<file path="config.mk">
export PLATFORM = sky130hd
export DESIGN_NAME = uwmcs_top
export DESIGN_NICKNAME = d
export VERILOG_FILES = /design/src/logic/uwmcs_pkg.sv /design/src/logic/uwmcs_sync.sv /design/src/logic/uwmcs_start_det.sv /design/src/logic/uwmcs_top.sv
export SDC_FILE = /design/constraint.sdc
export NUM_CORES = 1
export LEC_CHECK = 0
export ABC_AREA = 1
export BUFFER_PORTS_ARGS = -buffer_cell sky130_fd_sc_hd__buf_4
export CAP_MARGIN = 20
export CORE_ASPECT_RATIO = 1.1
export CORE_MARGIN = 2
export CORE_UTILIZATION = 45
export DETAILED_ROUTE_END_ITERATION = 6
export GPL_TIMING_DRIVEN = 1
export PLACE_DENSITY = 0.85
export SYNTH_ARGS = -nofsm -noshare
export SYNTH_HDL_FRONTEND = slang
export SYNTH_HIERARCHICAL = 1
export SYNTH_SLANG_ARGS = --single-unit
</file>
<file path="constraint.sdc">
create_clock -name CLK_SYS -period 1.75 [get_ports CLK_SYS]
set_input_delay 0.35 -clock CLK_SYS [delete_from_list [all_inputs] [get_ports CLK_SYS]]
set_output_delay 0.35 -clock CLK_SYS [all_outputs]
set_load 0.005 [all_outputs]
</file>
<file path="src/logic/uwmcs_pkg.sv">
package uwmcs_pkg;

    // Register byte offsets.
    localparam logic [7:0] OFS_CTRL = 8'h00;
    localparam logic [7:0] OFS_STAT = 8'h04;
    localparam logic [7:0] OFS_DATA = 8'h08;
    localparam logic [7:0] OFS_PORT = 8'h0C;
    localparam logic [7:0] OFS_PIN = 8'h10;

    // Field positions.
    localparam int CTRL_WIRE_LSB = 4;
    localparam int CTRL_CS_LSB = 2;
    localparam int CTRL_SOFT_BIT = 1;
    localparam int CTRL_TOG_BIT = 0;
    localparam int STAT_START_BIT = 7;
    localparam int STAT_WRAP_BIT = 6;
    localparam int PORT_DIR_LSB = 4;
    localparam int PIN_DO = 0;
    localparam int PIN_SDI = 1;
    localparam int PIN_SCK = 2;

    // Reset values and counts.
    localparam logic [1:0] WIRE_RST = 2'h0;
    localparam logic [1:0] CS_RST = 2'h0;
    localparam logic [7:0] SHREG_RST = 8'h00;
    localparam logic [3:0] CNT_RST = 4'h0;
    localparam logic [3:0] CNT_MAX = 4'hF;
    localparam logic [2:0] PORT_RST = 3'h0;
    localparam logic [2:0] DIR_RST = 3'h0;
    localparam logic [2:0] HSIZE_WORD = 3'h2;
    localparam logic [31:0] WORD_ZERO = 32'h0000_0000;

    typedef enum logic [1:0] {
        WIRE_OFF = 2'b00,
        WIRE_THREE = 2'b01,
        WIRE_TWO = 2'b10,
        WIRE_TWO_HOLD = 2'b11
    } uwmcs_wire_e;

    typedef enum logic [1:0] {
        BUS_IDLE = 2'b00,
        BUS_WRITE = 2'b01,
        BUS_READ = 2'b10
    } uwmcs_bus_e;

    function automatic logic uwmcs_is_two(input logic [1:0] wire_sel);
        return wire_sel[1];
    endfunction

    function automatic logic uwmcs_is_ext(input logic [1:0] cs_sel);
        return cs_sel[1];
    endfunction

endpackage

</file>
<file path="src/logic/uwmcs_sync.sv">
`timescale 1ns/1ps
`default_nettype none
module uwmcs_sync
    import uwmcs_pkg::*;
#(
    parameter int W = 3
) (
    // Clock and reset.
    input wire logic clk,
    input wire logic rst_n,
    input wire logic ce,
    // Levels.
    input wire logic [W-1:0] async_in,
    output logic [W-1:0] sync_out
);
    logic [W-1:0] meta_q;

    always_ff @(posedge clk or negedge rst_n) begin
        if (!rst_n) begin
            // Lines idle high behind their pull-ups, so start there to avoid a false edge.
            meta_q <= '1;
            sync_out <= '1;
        end else if (ce) begin
            meta_q <= async_in;
            sync_out <= meta_q;
        end
    end
endmodule
`default_nettype wire

</file>
<file path="src/logic/uwmcs_start_det.sv">
`timescale 1ns/1ps
`default_nettype none
module uwmcs_start_det
    import uwmcs_pkg::*;
(
    // Clock and reset.
    input wire logic clk,
    input wire logic rst_n,
    input wire logic ce,
    // Synchronised lines.
    input wire logic sda,
    input wire logic scl,
    output logic start
);
    logic sda_prev_q;
    logic scl_prev_q;

    always_ff @(posedge clk or negedge rst_n) begin
        if (!rst_n) begin
            sda_prev_q <= 1'b1;
            scl_prev_q <= 1'b0;
            start <= 1'b0;
        end else if (ce) begin
            sda_prev_q <= sda;
            scl_prev_q <= scl;
            // A falling data line while the clock stays high marks a start.
            start <= sda_prev_q & ~sda & scl & scl_prev_q;
        end
    end
endmodule
`default_nettype wire

</file>
<file path="src/logic/uwmcs_top.sv">
// Local design decisions: the address map and the AHB-Lite interface to the registers.
`timescale 1ns/1ps
`default_nettype none
module uwmcs_top
    import uwmcs_pkg::*;
(
    // Clock, reset and freeze.
    input wire logic CLK_SYS,
    input wire logic RESET_N,
    input wire logic CE,
    // AHB-Lite slave.
    input wire logic HSEL,
    input wire logic [31:0] HADDR,
    input wire logic [1:0] HTRANS,
    input wire logic HWRITE,
    input wire logic [2:0] HSIZE,
    input wire logic [31:0] HWDATA,
    input wire logic HREADY,
    output logic [31:0] HRDATA,
    output logic HREADYOUT,
    output logic HRESP,
    // Timer compare match, same clock.
    input wire logic TIMER_MATCH,
    // Serial data-out pin.
    output logic SERIAL_OUT_PIN_OUT,
    output logic SERIAL_OUT_PIN_OE,
    output logic SERIAL_OUT_PIN_PU,
    // Serial data-in pin, SDA in two-wire modes.
    input wire logic SERIAL_IN_PIN_IN,
    output logic SERIAL_IN_PIN_OUT,
    output logic SERIAL_IN_PIN_OE,
    output logic SERIAL_IN_PIN_PU,
    // Shift clock pin, SCL in two-wire modes.
    input wire logic SHIFT_CLK_PIN_IN,
    output logic SHIFT_CLK_PIN_OUT,
    output logic SHIFT_CLK_PIN_OE,
    output logic SHIFT_CLK_PIN_PU
);
    uwmcs_bus_e bus_q;
    logic [7:0] addr_q;
    logic [1:0] wire_q, cs_q;
    logic soft_sel_q, soft_pulse_q, tog_pulse_q;
    logic [7:0] sh_q, sh_d;
    logic latch_q;
    logic [3:0] cnt_q;
    logic start_q, wrap_q;
    logic [2:0] port_q, dir_q;
    logic di_prev_q, sck_prev_q;
    logic [2:0] pins_s;
    logic start_ev;
    logic wr_en, ctrl_we, stat_we, data_we, port_we;
    logic two, ext, sck_rise, sck_fall;
    logic sh_tick, cnt_tick, din, lv, scl_hold;
    logic [31:0] rd_mux;

    uwmcs_sync #(
        .W(3)
    ) u_sync (
        .clk(CLK_SYS),
        .rst_n(RESET_N),
        .ce(CE),
        .async_in({SHIFT_CLK_PIN_IN, SERIAL_IN_PIN_IN, 1'b0}),
        .sync_out(pins_s)
    );

    uwmcs_start_det u_start (
        .clk(CLK_SYS),
        .rst_n(RESET_N),
        .ce(CE),
        .sda(pins_s[PIN_SDI]),
        .scl(pins_s[PIN_SCK]),
        .start(start_ev)
    );

    // Bus slave: zero-wait writes, one wait state on reads so data comes from a flop.
    always_ff @(posedge CLK_SYS or negedge RESET_N) begin
        if (!RESET_N) begin
            bus_q <= BUS_IDLE;
            addr_q <= OFS_CTRL;
            HREADYOUT <= 1'b1;
            HRDATA <= WORD_ZERO;
            HRESP <= 1'b0;
        end else if (CE) begin
            HRESP <= 1'b0;
            case (bus_q)
                BUS_READ: begin
                    HRDATA <= rd_mux;
                    HREADYOUT <= 1'b1;
                    bus_q <= BUS_IDLE;
                end
                BUS_IDLE, BUS_WRITE: begin
                    if (HSEL && HREADY && HTRANS[1]) begin
                        // Unmapped upper bits or sub-word sizes decode to no register.
                        addr_q <= (HADDR[31:8] == 24'h00_0000 && HSIZE == HSIZE_WORD)
                            ? HADDR[7:0] : 8'hFF;
                        bus_q <= HWRITE ? BUS_WRITE : BUS_READ;
                        HREADYOUT <= HWRITE;
                    end else begin
                        bus_q <= BUS_IDLE;
                    end
                end
                default: begin
                    bus_q <= BUS_IDLE;
                    HREADYOUT <= 1'b1;
                end
            endcase
        end
    end

    assign wr_en = CE && bus_q == BUS_WRITE;
    assign ctrl_we = wr_en && addr_q == OFS_CTRL;
    assign stat_we = wr_en && addr_q == OFS_STAT;
    assign data_we = wr_en && addr_q == OFS_DATA;
    assign port_we = wr_en && addr_q == OFS_PORT;

    always_comb begin
        rd_mux = WORD_ZERO;
        case (addr_q)
            OFS_CTRL: begin
                // Strobe bits are left at zero on read.
                rd_mux[CTRL_WIRE_LSB +: 2] = wire_q;
                rd_mux[CTRL_CS_LSB +: 2] = cs_q;
            end
            OFS_STAT: begin
                rd_mux[STAT_START_BIT] = start_q;
                rd_mux[STAT_WRAP_BIT] = wrap_q;
                rd_mux[3:0] = cnt_q;
            end
            OFS_DATA: rd_mux[7:0] = sh_q;
            OFS_PORT: begin
                rd_mux[2:0] = port_q;
                rd_mux[PORT_DIR_LSB +: 3] = dir_q;
            end
            OFS_PIN: rd_mux[2:1] = pins_s[2:1];
            default: rd_mux = WORD_ZERO;
        endcase
    end

    // Control register and strobes.
    always_ff @(posedge CLK_SYS or negedge RESET_N) begin
        if (!RESET_N) begin
            wire_q <= WIRE_RST;
            cs_q <= CS_RST;
            soft_sel_q <= 1'b0;
            soft_pulse_q <= 1'b0;
            tog_pulse_q <= 1'b0;
        end else if (CE) begin
            // A write becomes exactly one pulse cycle.
            soft_pulse_q <= ctrl_we && HWDATA[CTRL_SOFT_BIT];
            tog_pulse_q <= ctrl_we && HWDATA[CTRL_TOG_BIT];
            if (ctrl_we) begin
                wire_q <= HWDATA[CTRL_WIRE_LSB +: 2];
                cs_q <= HWDATA[CTRL_CS_LSB +: 2];
                // With an external source this bit selects the counter clock.
                soft_sel_q <= HWDATA[CTRL_SOFT_BIT];
            end
        end
    end

    assign two = uwmcs_is_two(wire_q);
    assign ext = uwmcs_is_ext(cs_q);
    assign sck_rise = pins_s[PIN_SCK] & ~sck_prev_q;
    assign sck_fall = ~pins_s[PIN_SCK] & sck_prev_q;

    always_comb begin
        case (cs_q)
            2'b00: begin
                sh_tick = soft_pulse_q;
                cnt_tick = soft_pulse_q;
                din = di_prev_q;
            end
            2'b01: begin
                sh_tick = TIMER_MATCH;
                cnt_tick = TIMER_MATCH;
                din = pins_s[PIN_SDI];
            end
            default: begin
                sh_tick = cs_q[0] ? sck_fall : sck_rise;
                // Toggle strobes drive the counter so a master sees the end early.
                cnt_tick = soft_sel_q ? tog_pulse_q : (sck_rise | sck_fall);
                din = pins_s[PIN_SDI];
            end
        endcase
    end

    // A bus write in the same cycle as a shift wins; the shift is lost.
    always_comb begin
        if (data_we) begin
            sh_d = HWDATA[7:0];
        end else if (sh_tick) begin
            sh_d = {sh_q[6:0], din};
        end else begin
            sh_d = sh_q;
        end
    end

    // With internal sources the next value is shown at once, so the pin flop
    // changes on the same edge as the shifter.
    assign lv = ext ? latch_q : sh_d[7];

    always_ff @(posedge CLK_SYS or negedge RESET_N) begin
        if (!RESET_N) begin
            sh_q <= SHREG_RST;
            latch_q <= 1'b0;
            di_prev_q <= 1'b1;
            sck_prev_q <= 1'b1;
        end else if (CE) begin
            sh_q <= sh_d;
            di_prev_q <= pins_s[PIN_SDI];
            sck_prev_q <= pins_s[PIN_SCK];
            // Latch closes on the sampling edge and opens on the other one.
            if (cs_q[0] ? sck_rise : sck_fall) begin
                latch_q <= sh_q[7];
            end
        end
    end

    // Counter and flags; a start event beats a clear in the same cycle, but a status write beats a count and its wrap.
    always_ff @(posedge CLK_SYS or negedge RESET_N) begin
        if (!RESET_N) begin
            cnt_q <= CNT_RST;
            wrap_q <= 1'b0;
            start_q <= 1'b0;
        end else if (CE) begin
            if (stat_we) begin
                cnt_q <= HWDATA[3:0];
            end else if (cnt_tick) begin
                cnt_q <= cnt_q + 4'h1;
            end
            if (cnt_tick && !stat_we && cnt_q == CNT_MAX) begin
                wrap_q <= 1'b1;
            end else if (stat_we && HWDATA[STAT_WRAP_BIT]) begin
                wrap_q <= 1'b0;
            end
            if ((two && start_ev)
                || (!two && ext && !soft_sel_q && (sck_rise || sck_fall))) begin
                start_q <= 1'b1;
            end else if (stat_we && HWDATA[STAT_START_BIT]) begin
                start_q <= 1'b0;
            end
        end
    end

    // Holds exist only in two-wire modes.
    assign scl_hold = two && (start_q || (wire_q == WIRE_TWO_HOLD && wrap_q));

    always_ff @(posedge CLK_SYS or negedge RESET_N) begin
        if (!RESET_N) begin
            port_q <= PORT_RST;
            dir_q <= DIR_RST;
        end else if (CE) begin
            if (port_we) begin
                port_q <= HWDATA[2:0];
                dir_q <= HWDATA[PORT_DIR_LSB +: 3];
            end else if (tog_pulse_q) begin
                port_q[PIN_SCK] <= ~port_q[PIN_SCK];
            end
        end
    end

    // Pin drivers, all registered.
    always_ff @(posedge CLK_SYS or negedge RESET_N) begin
        if (!RESET_N) begin
            SERIAL_OUT_PIN_OUT <= 1'b0;
            SERIAL_OUT_PIN_OE <= 1'b0;
            SERIAL_OUT_PIN_PU <= 1'b0;
            SERIAL_IN_PIN_OUT <= 1'b0;
            SERIAL_IN_PIN_OE <= 1'b0;
            SERIAL_IN_PIN_PU <= 1'b0;
            SHIFT_CLK_PIN_OUT <= 1'b0;
            SHIFT_CLK_PIN_OE <= 1'b0;
            SHIFT_CLK_PIN_PU <= 1'b0;
        end else if (CE) begin
            SERIAL_OUT_PIN_OE <= dir_q[PIN_DO];
            SERIAL_OUT_PIN_PU <= ~dir_q[PIN_DO] & port_q[PIN_DO];
            SERIAL_OUT_PIN_OUT <= (wire_q == WIRE_THREE) ? lv : port_q[PIN_DO];
            if (two) begin
                // Open drain: only ever drive low.
                SERIAL_IN_PIN_OUT <= 1'b0;
                SERIAL_IN_PIN_OE <= dir_q[PIN_SDI] & (~lv | ~port_q[PIN_SDI]);
                SERIAL_IN_PIN_PU <= 1'b0;
                SHIFT_CLK_PIN_OUT <= 1'b0;
                SHIFT_CLK_PIN_OE <= dir_q[PIN_SCK] & (~port_q[PIN_SCK] | scl_hold);
                SHIFT_CLK_PIN_PU <= 1'b0;
            end else begin
                SERIAL_IN_PIN_OUT <= port_q[PIN_SDI];
                SERIAL_IN_PIN_OE <= dir_q[PIN_SDI];
                SERIAL_IN_PIN_PU <= ~dir_q[PIN_SDI] & port_q[PIN_SDI];
                SHIFT_CLK_PIN_OUT <= port_q[PIN_SCK];
                SHIFT_CLK_PIN_OE <= dir_q[PIN_SCK];
                SHIFT_CLK_PIN_PU <= ~dir_q[PIN_SCK] & port_q[PIN_SCK];
            end
        end
    end
endmodule
`default_nettype wire

</file>
# Yosys cells after proc, flatten, opt, wreduce, memory -nomap -nowiden
# Index checks and enable logic that the tools add are counted.
[totals]
register_bits = 66
inputBits = 78
output_inout_bits = 43
word_cells = 152
[op_classes]
add_sub_neg = 1
n_eq_ne = 12
muxes = 37
bitwise = 22
n_reduce_logical = 47
[ops]
columns = ["op", "count"]
rows = [
  ["$logic_not 24->1", 1],
  ["$mux 8", 3],
  ["$logic_and 1x1->1", 20],
  ["$mux 1", 20],
  ["$reduce_and 2->1", 10],
  ["$eq 8x4->1 const B", 2],
  ["$and 1x1->1", 10],
  ["$reduce_bool 2->1", 5],
  ["$not 1->1", 9],
  ["$pmux 1 s3", 3],
  ["$eq 8x3->1 const B", 1],
  ["$eq 8x5->1 const B", 1],
  ["$logic_not 8->1", 1],
  ["$mux 4", 2],
  ["$eq 2x1->1 const B", 3],
  ["$mux 2", 3],
  ["$pmux 1 s2", 3],
  ["$pmux 2 s3", 1],
  ["$pmux 1 s5", 1],
  ["$add 4x1->4 const B", 1],
  ["$eq 2x2->1 const B", 2],
  ["$eq 4x4->1 const B", 1],
  ["$logic_not 2->1", 2],
  ["$pmux 1 s4", 1],
  ["7 further kinds", 13],
]

# Depth between registers and ports, before layout
[logic_depth]
ltp_word = 11
ltp_mapped = 12
ltp_nobuf = 12

# Hierarchy
# The synthesis kept the hierarchy.
[modules_own_cells]
columns = ["mod", "n_inst", "cells_each", "area_per_inst_um2", "seq_area_each_um2"]
rows = [
  ["uwmcs_top", 1, 371, 3156.8, 1455.1],
  ["uwmcs_sync", 1, 25, 229.0, 157.7],
  ["uwmcs_start_det", 1, 13, 120.1, 76.3],
]

# Worst setup path before layout
# OpenSTA, ideal clock, no wires.
[synth_timing]
path_kind = "reg2reg"
start = "register sck_prev_q"
end = "register cnt_q[0]"
setup_time_ps = 65
t_arrival_ps = 1653
t_required_ps = 1685
path_slack_ps = 31
stages_incl_launch_ff = 9
period_less_slack_ps = 1719
cell_sequence = "dfstp_2 -> inv_1 -> ha_1 -> or2_2 -> o211ai_1 -> nand3_1 -> o21ai_0 -> o21ai_0 -> nand2_1"
[synth_between]
elab_chain_len = 7
word_cells_on_any_way = 8
cone_classes = "mux (2); bitwise (4); reduce/logical (2)"
[synth_lines]
columns = ["item", "line", "text"]
rows = [
  ["from (decl)", "uwmcs_top.sv:48", "logic di_prev_q, sck_prev_q;"],
  ["from (signal assigned)", "uwmcs_top.sv:210", "sck_prev_q <= pins_s[PIN_SCK];"],
  ["$not 1->1", "uwmcs_top.sv:162", "assign sck_rise = pins_s[PIN_SCK] & ~sck_prev_q;"],
  ["$and 1x1->1", "uwmcs_top.sv:162", ""],
  ["$or 1x1->1 (*)", "uwmcs_top.sv:180", "cnt_tick = soft_sel_q ? tog_pulse_q : (sck_rise | sck_fall);"],
  ["$mux 1 (*)", "uwmcs_top.sv:180", ""],
  ["$pmux 1 s2 (*)", "uwmcs_top.sv:166", "case (cs_q)"],
  ["$reduce_bool 2->1 (no source line) (*)", "n/a", ""],
  ["$reduce_and 2->1 (no source line) (*)", "n/a", ""],
  ["to (signal assigned)", "uwmcs_top.sv:226", "cnt_q <= HWDATA[3:0];"],
  ["to (signal assigned)", "uwmcs_top.sv:228", "cnt_q <= cnt_q + 4'h1;"],
  ["to (decl)", "uwmcs_top.sv:45", "logic [3:0] cnt_q;"],
]
# Mark *: on every way between the ends. The rest lies on a longest branch, timed or not.
# A chain may end at the register's enable or synchronous reset.

# Final worst setup path
[layout_timing]
start = "register sck_prev_q"
end = "register cnt_q[3]"
# Same word-level chain as after synthesis.

==> impl_metrics.tcl <==
set metrics [dict create \
    numCtsBuffers 9 \
    cts_sinks 65 \
    p_per_area_mw_per_mm2 852 \
    timing.fmax_mhz 581 \
    cp_num_buf_inv 1 \
    yosys_warnings 6 \
    grt_antenna_before_repair 0 \
    core-area_mm2 0.00743 \
    n_antenna_cell 0 \
    wl_per_cell_um 14.4 \
    num_io_pins 121 \
    rsz0062_at_grt "true" \
    critPathLaunchType "register" \
    min_path_type "input port to register" \
    final_nets 571 \
    arrival_ns 1.99 \
    drv_slew 0 \
    grt_busiest_layer "met2" \
    period_share_pct 98.3 \
    synth_area_per_cell_um2 8.56 \
    drc 0 \
    clockRootBuffer "clkbuf_8" \
    die_height_um 95.6 \
    skew_ns 0.00905 \
    track_usage_pct 21.5 \
    wirelength_um 8380 \
    clockBufferDepth 2 \
    cts_max_level 3 \
    grt_pass1_vias 3092 \
    syn_to_final_growth_pct 27.2 \
    p_total_mw 3.72 \
    cp.required_ns 2.02 \
    fillers 661 \
    drtIter0Drc 259 \
    dieArea_mm2 0.00834 \
    grt_pass1_wl_um 13800 \
    slowest_stage "dfstp_2" \
    use_met2_pct 37.4 \
    syn_inst 401 \
    placed_cells 559 \
    crit_path_max_fanout 6 \
    overflow 0 \
    gp_congestion 0.910 \
    cp_cell_sequence "inv_2 > ha_4 > or2_4 > o211ai_1 > nand3_2 > nand2_4 > nor2_1 > a31oi_1" \
    fin_util_pct 58.7 \
    die_w_um 87.3 \
    final_cells 582 \
    end_kind "register" \
    crit_path_start "sck_prev_q" \
    start_util_pct 46.2 \
    antenna_left 0 \
    rows 33 \
    hpwl_um 6300 \
    portBuffers 70 \
    status "finished clean" \
    ir_drop_mv 0.494 \
    clock_latency_ns 0.35 \
    drive_gt1_share_pct 30.5 \
    fin_crit_ns 1.72 \
    criticalPathCategory "register to register" \
    grt_max_degree 25 \
    cts_tree "yes" \
    max_stage_delay_ns 0.55 \
    drv_cap 0 \
    netlist_area_mm2 0.00343 \
    hp-start "SHIFT_CLK_PIN_IN" \
    drt-vias-per-instance 5.20 \
    firstDrtPassIters 5 \
    finalHoldViolCount 0 \
    leakagePower_nw 2.09 \
    vias 3028 \
    grt_util_met3_pct 3.46 \
    clkTransAtPathRegs_ns 0.07 \
    worst_path_dominant_cell_family "simple AND/OR/NAND/NOR gates" \
    timing.rr.start "sck_prev_q" \
    setup_viol 0 \
    met1_usage_pct 25.7 \
]
layout make-up:
type / count / area (um^2) / area share (%)
Clock buffer: 11 / 151 / 3.47
Inverter: 44 / 165 / 3.79
Clock inverter: 5 / 77.6 / 1.78
Timing Repair Buffer: 86 / 673 / 15.4
Sequential cell: 65 / 1640 / 37.5
Tap cell: 87 / 109 / 2.49
Multi-Input combinational cell: 284 / 1550 / 35.5
final timing paths:
kind                            slack, ns            endpoint  depth (start not counted)
worst max-delay path                 0.03            cnt_q[3]                          8
worst min-delay path                 0.20    u_sync/meta_q[2]                          3
worst max register to register       0.03            cnt_q[3]                          8
worst min register to register       0.46  u_sync/sync_out[1]                          2
max in group asynchronous            0.76           HREADYOUT                          3
min in group asynchronous            0.44           HRDATA[6]                          2
layer usage:
metal,vias up,routed length (um)
met5,-,0
met4,0,151
met3,14,463
met2,109,4330
met1,1440,3430
li1,1465,-
placed cells by master (no fill, tap or decap), types with 4 or more instances in the layout:
| master | n |
|---|---|
| a21oi_1 | 10 |
| a22oi_1 | 7 |
| nor2_1 | 34 |
| inv_1 | 34 |
| o21ai_1 | 5 |
| dfrtp_1 | 57 |
| nor4_1 | 4 |
| o211ai_1 | 8 |
| nand3_2 | 5 |
| conb_1 | 25 |
| nand2_1 | 77 |
| mux2_2 | 4 |
| o22ai_1 | 6 |
| a31oi_1 | 6 |
| nand2_2 | 5 |
| nor2_4 | 4 |
| nand3_1 | 15 |
| o21ai_0 | 38 |
| dfstp_2 | 8 |
| clkbuf_8 | 11 |
| inv_2 | 10 |
| buf_4 | 83 |
where the power goes:
group	internal, mW	switching (mW)	leakage, nW
Combinational	0.266	0.272	1.20
Clock	0.874	0.589	0.115
Sequential	1.63	0.0787	0.774
flip-flops by register name, indices dropped and copies added (netlist names), 2 cells and up:
name / count
u_sync/sync_out: 2
cs_q: 2
port_q: 3
wire_q: 2
dir_q: 3
addr_q: 8
bus_q: 2
HRDATA: 8
u_sync/meta_q: 2
sh_q: 8
cnt_q: 4
what timing repair did:
item / in CTS / in global routing
setup buffers: 2 / 4
hold endpoints to repair: 21 / 0
pin swaps: 4 / 6
endpoints found under the setup margin: 5 / 23
gates resized for setup: 5 / 13
hold buffers: 1 / 0
stage by stage:
stage | TNS (ns) | setup WS [ns] | instance area [um^2] | hold slack, ns
5_1_grt | -0.0974 | -0.0412 | 4360 | 0.197
6_report | 0 | 0.0293 | 4360 | 0.196
2_1_floorplan | 0 | 0.0313 | 3520 | 0.0544
4_1_cts | 0 | 0.00303 | 4280 | 0.187
3_5_place_dp | -0.775 | -0.168 | 4000 | 0.268
3_3_place_gp | -0.578 | -0.124 | 4000 | 0.267
worst register-to-register path, stage by stage (launching register included):
cell and delay, ns:
dfstp_2 0.55, inv_2 0.05, ha_4 0.21, or2_4 0.23, o211ai_1 0.09, nand3_2 0.19, nand2_4 0.15, nor2_1 0.05
a31oi_1 0.14
No activity file was read; power rests on OpenSTA's default activity.
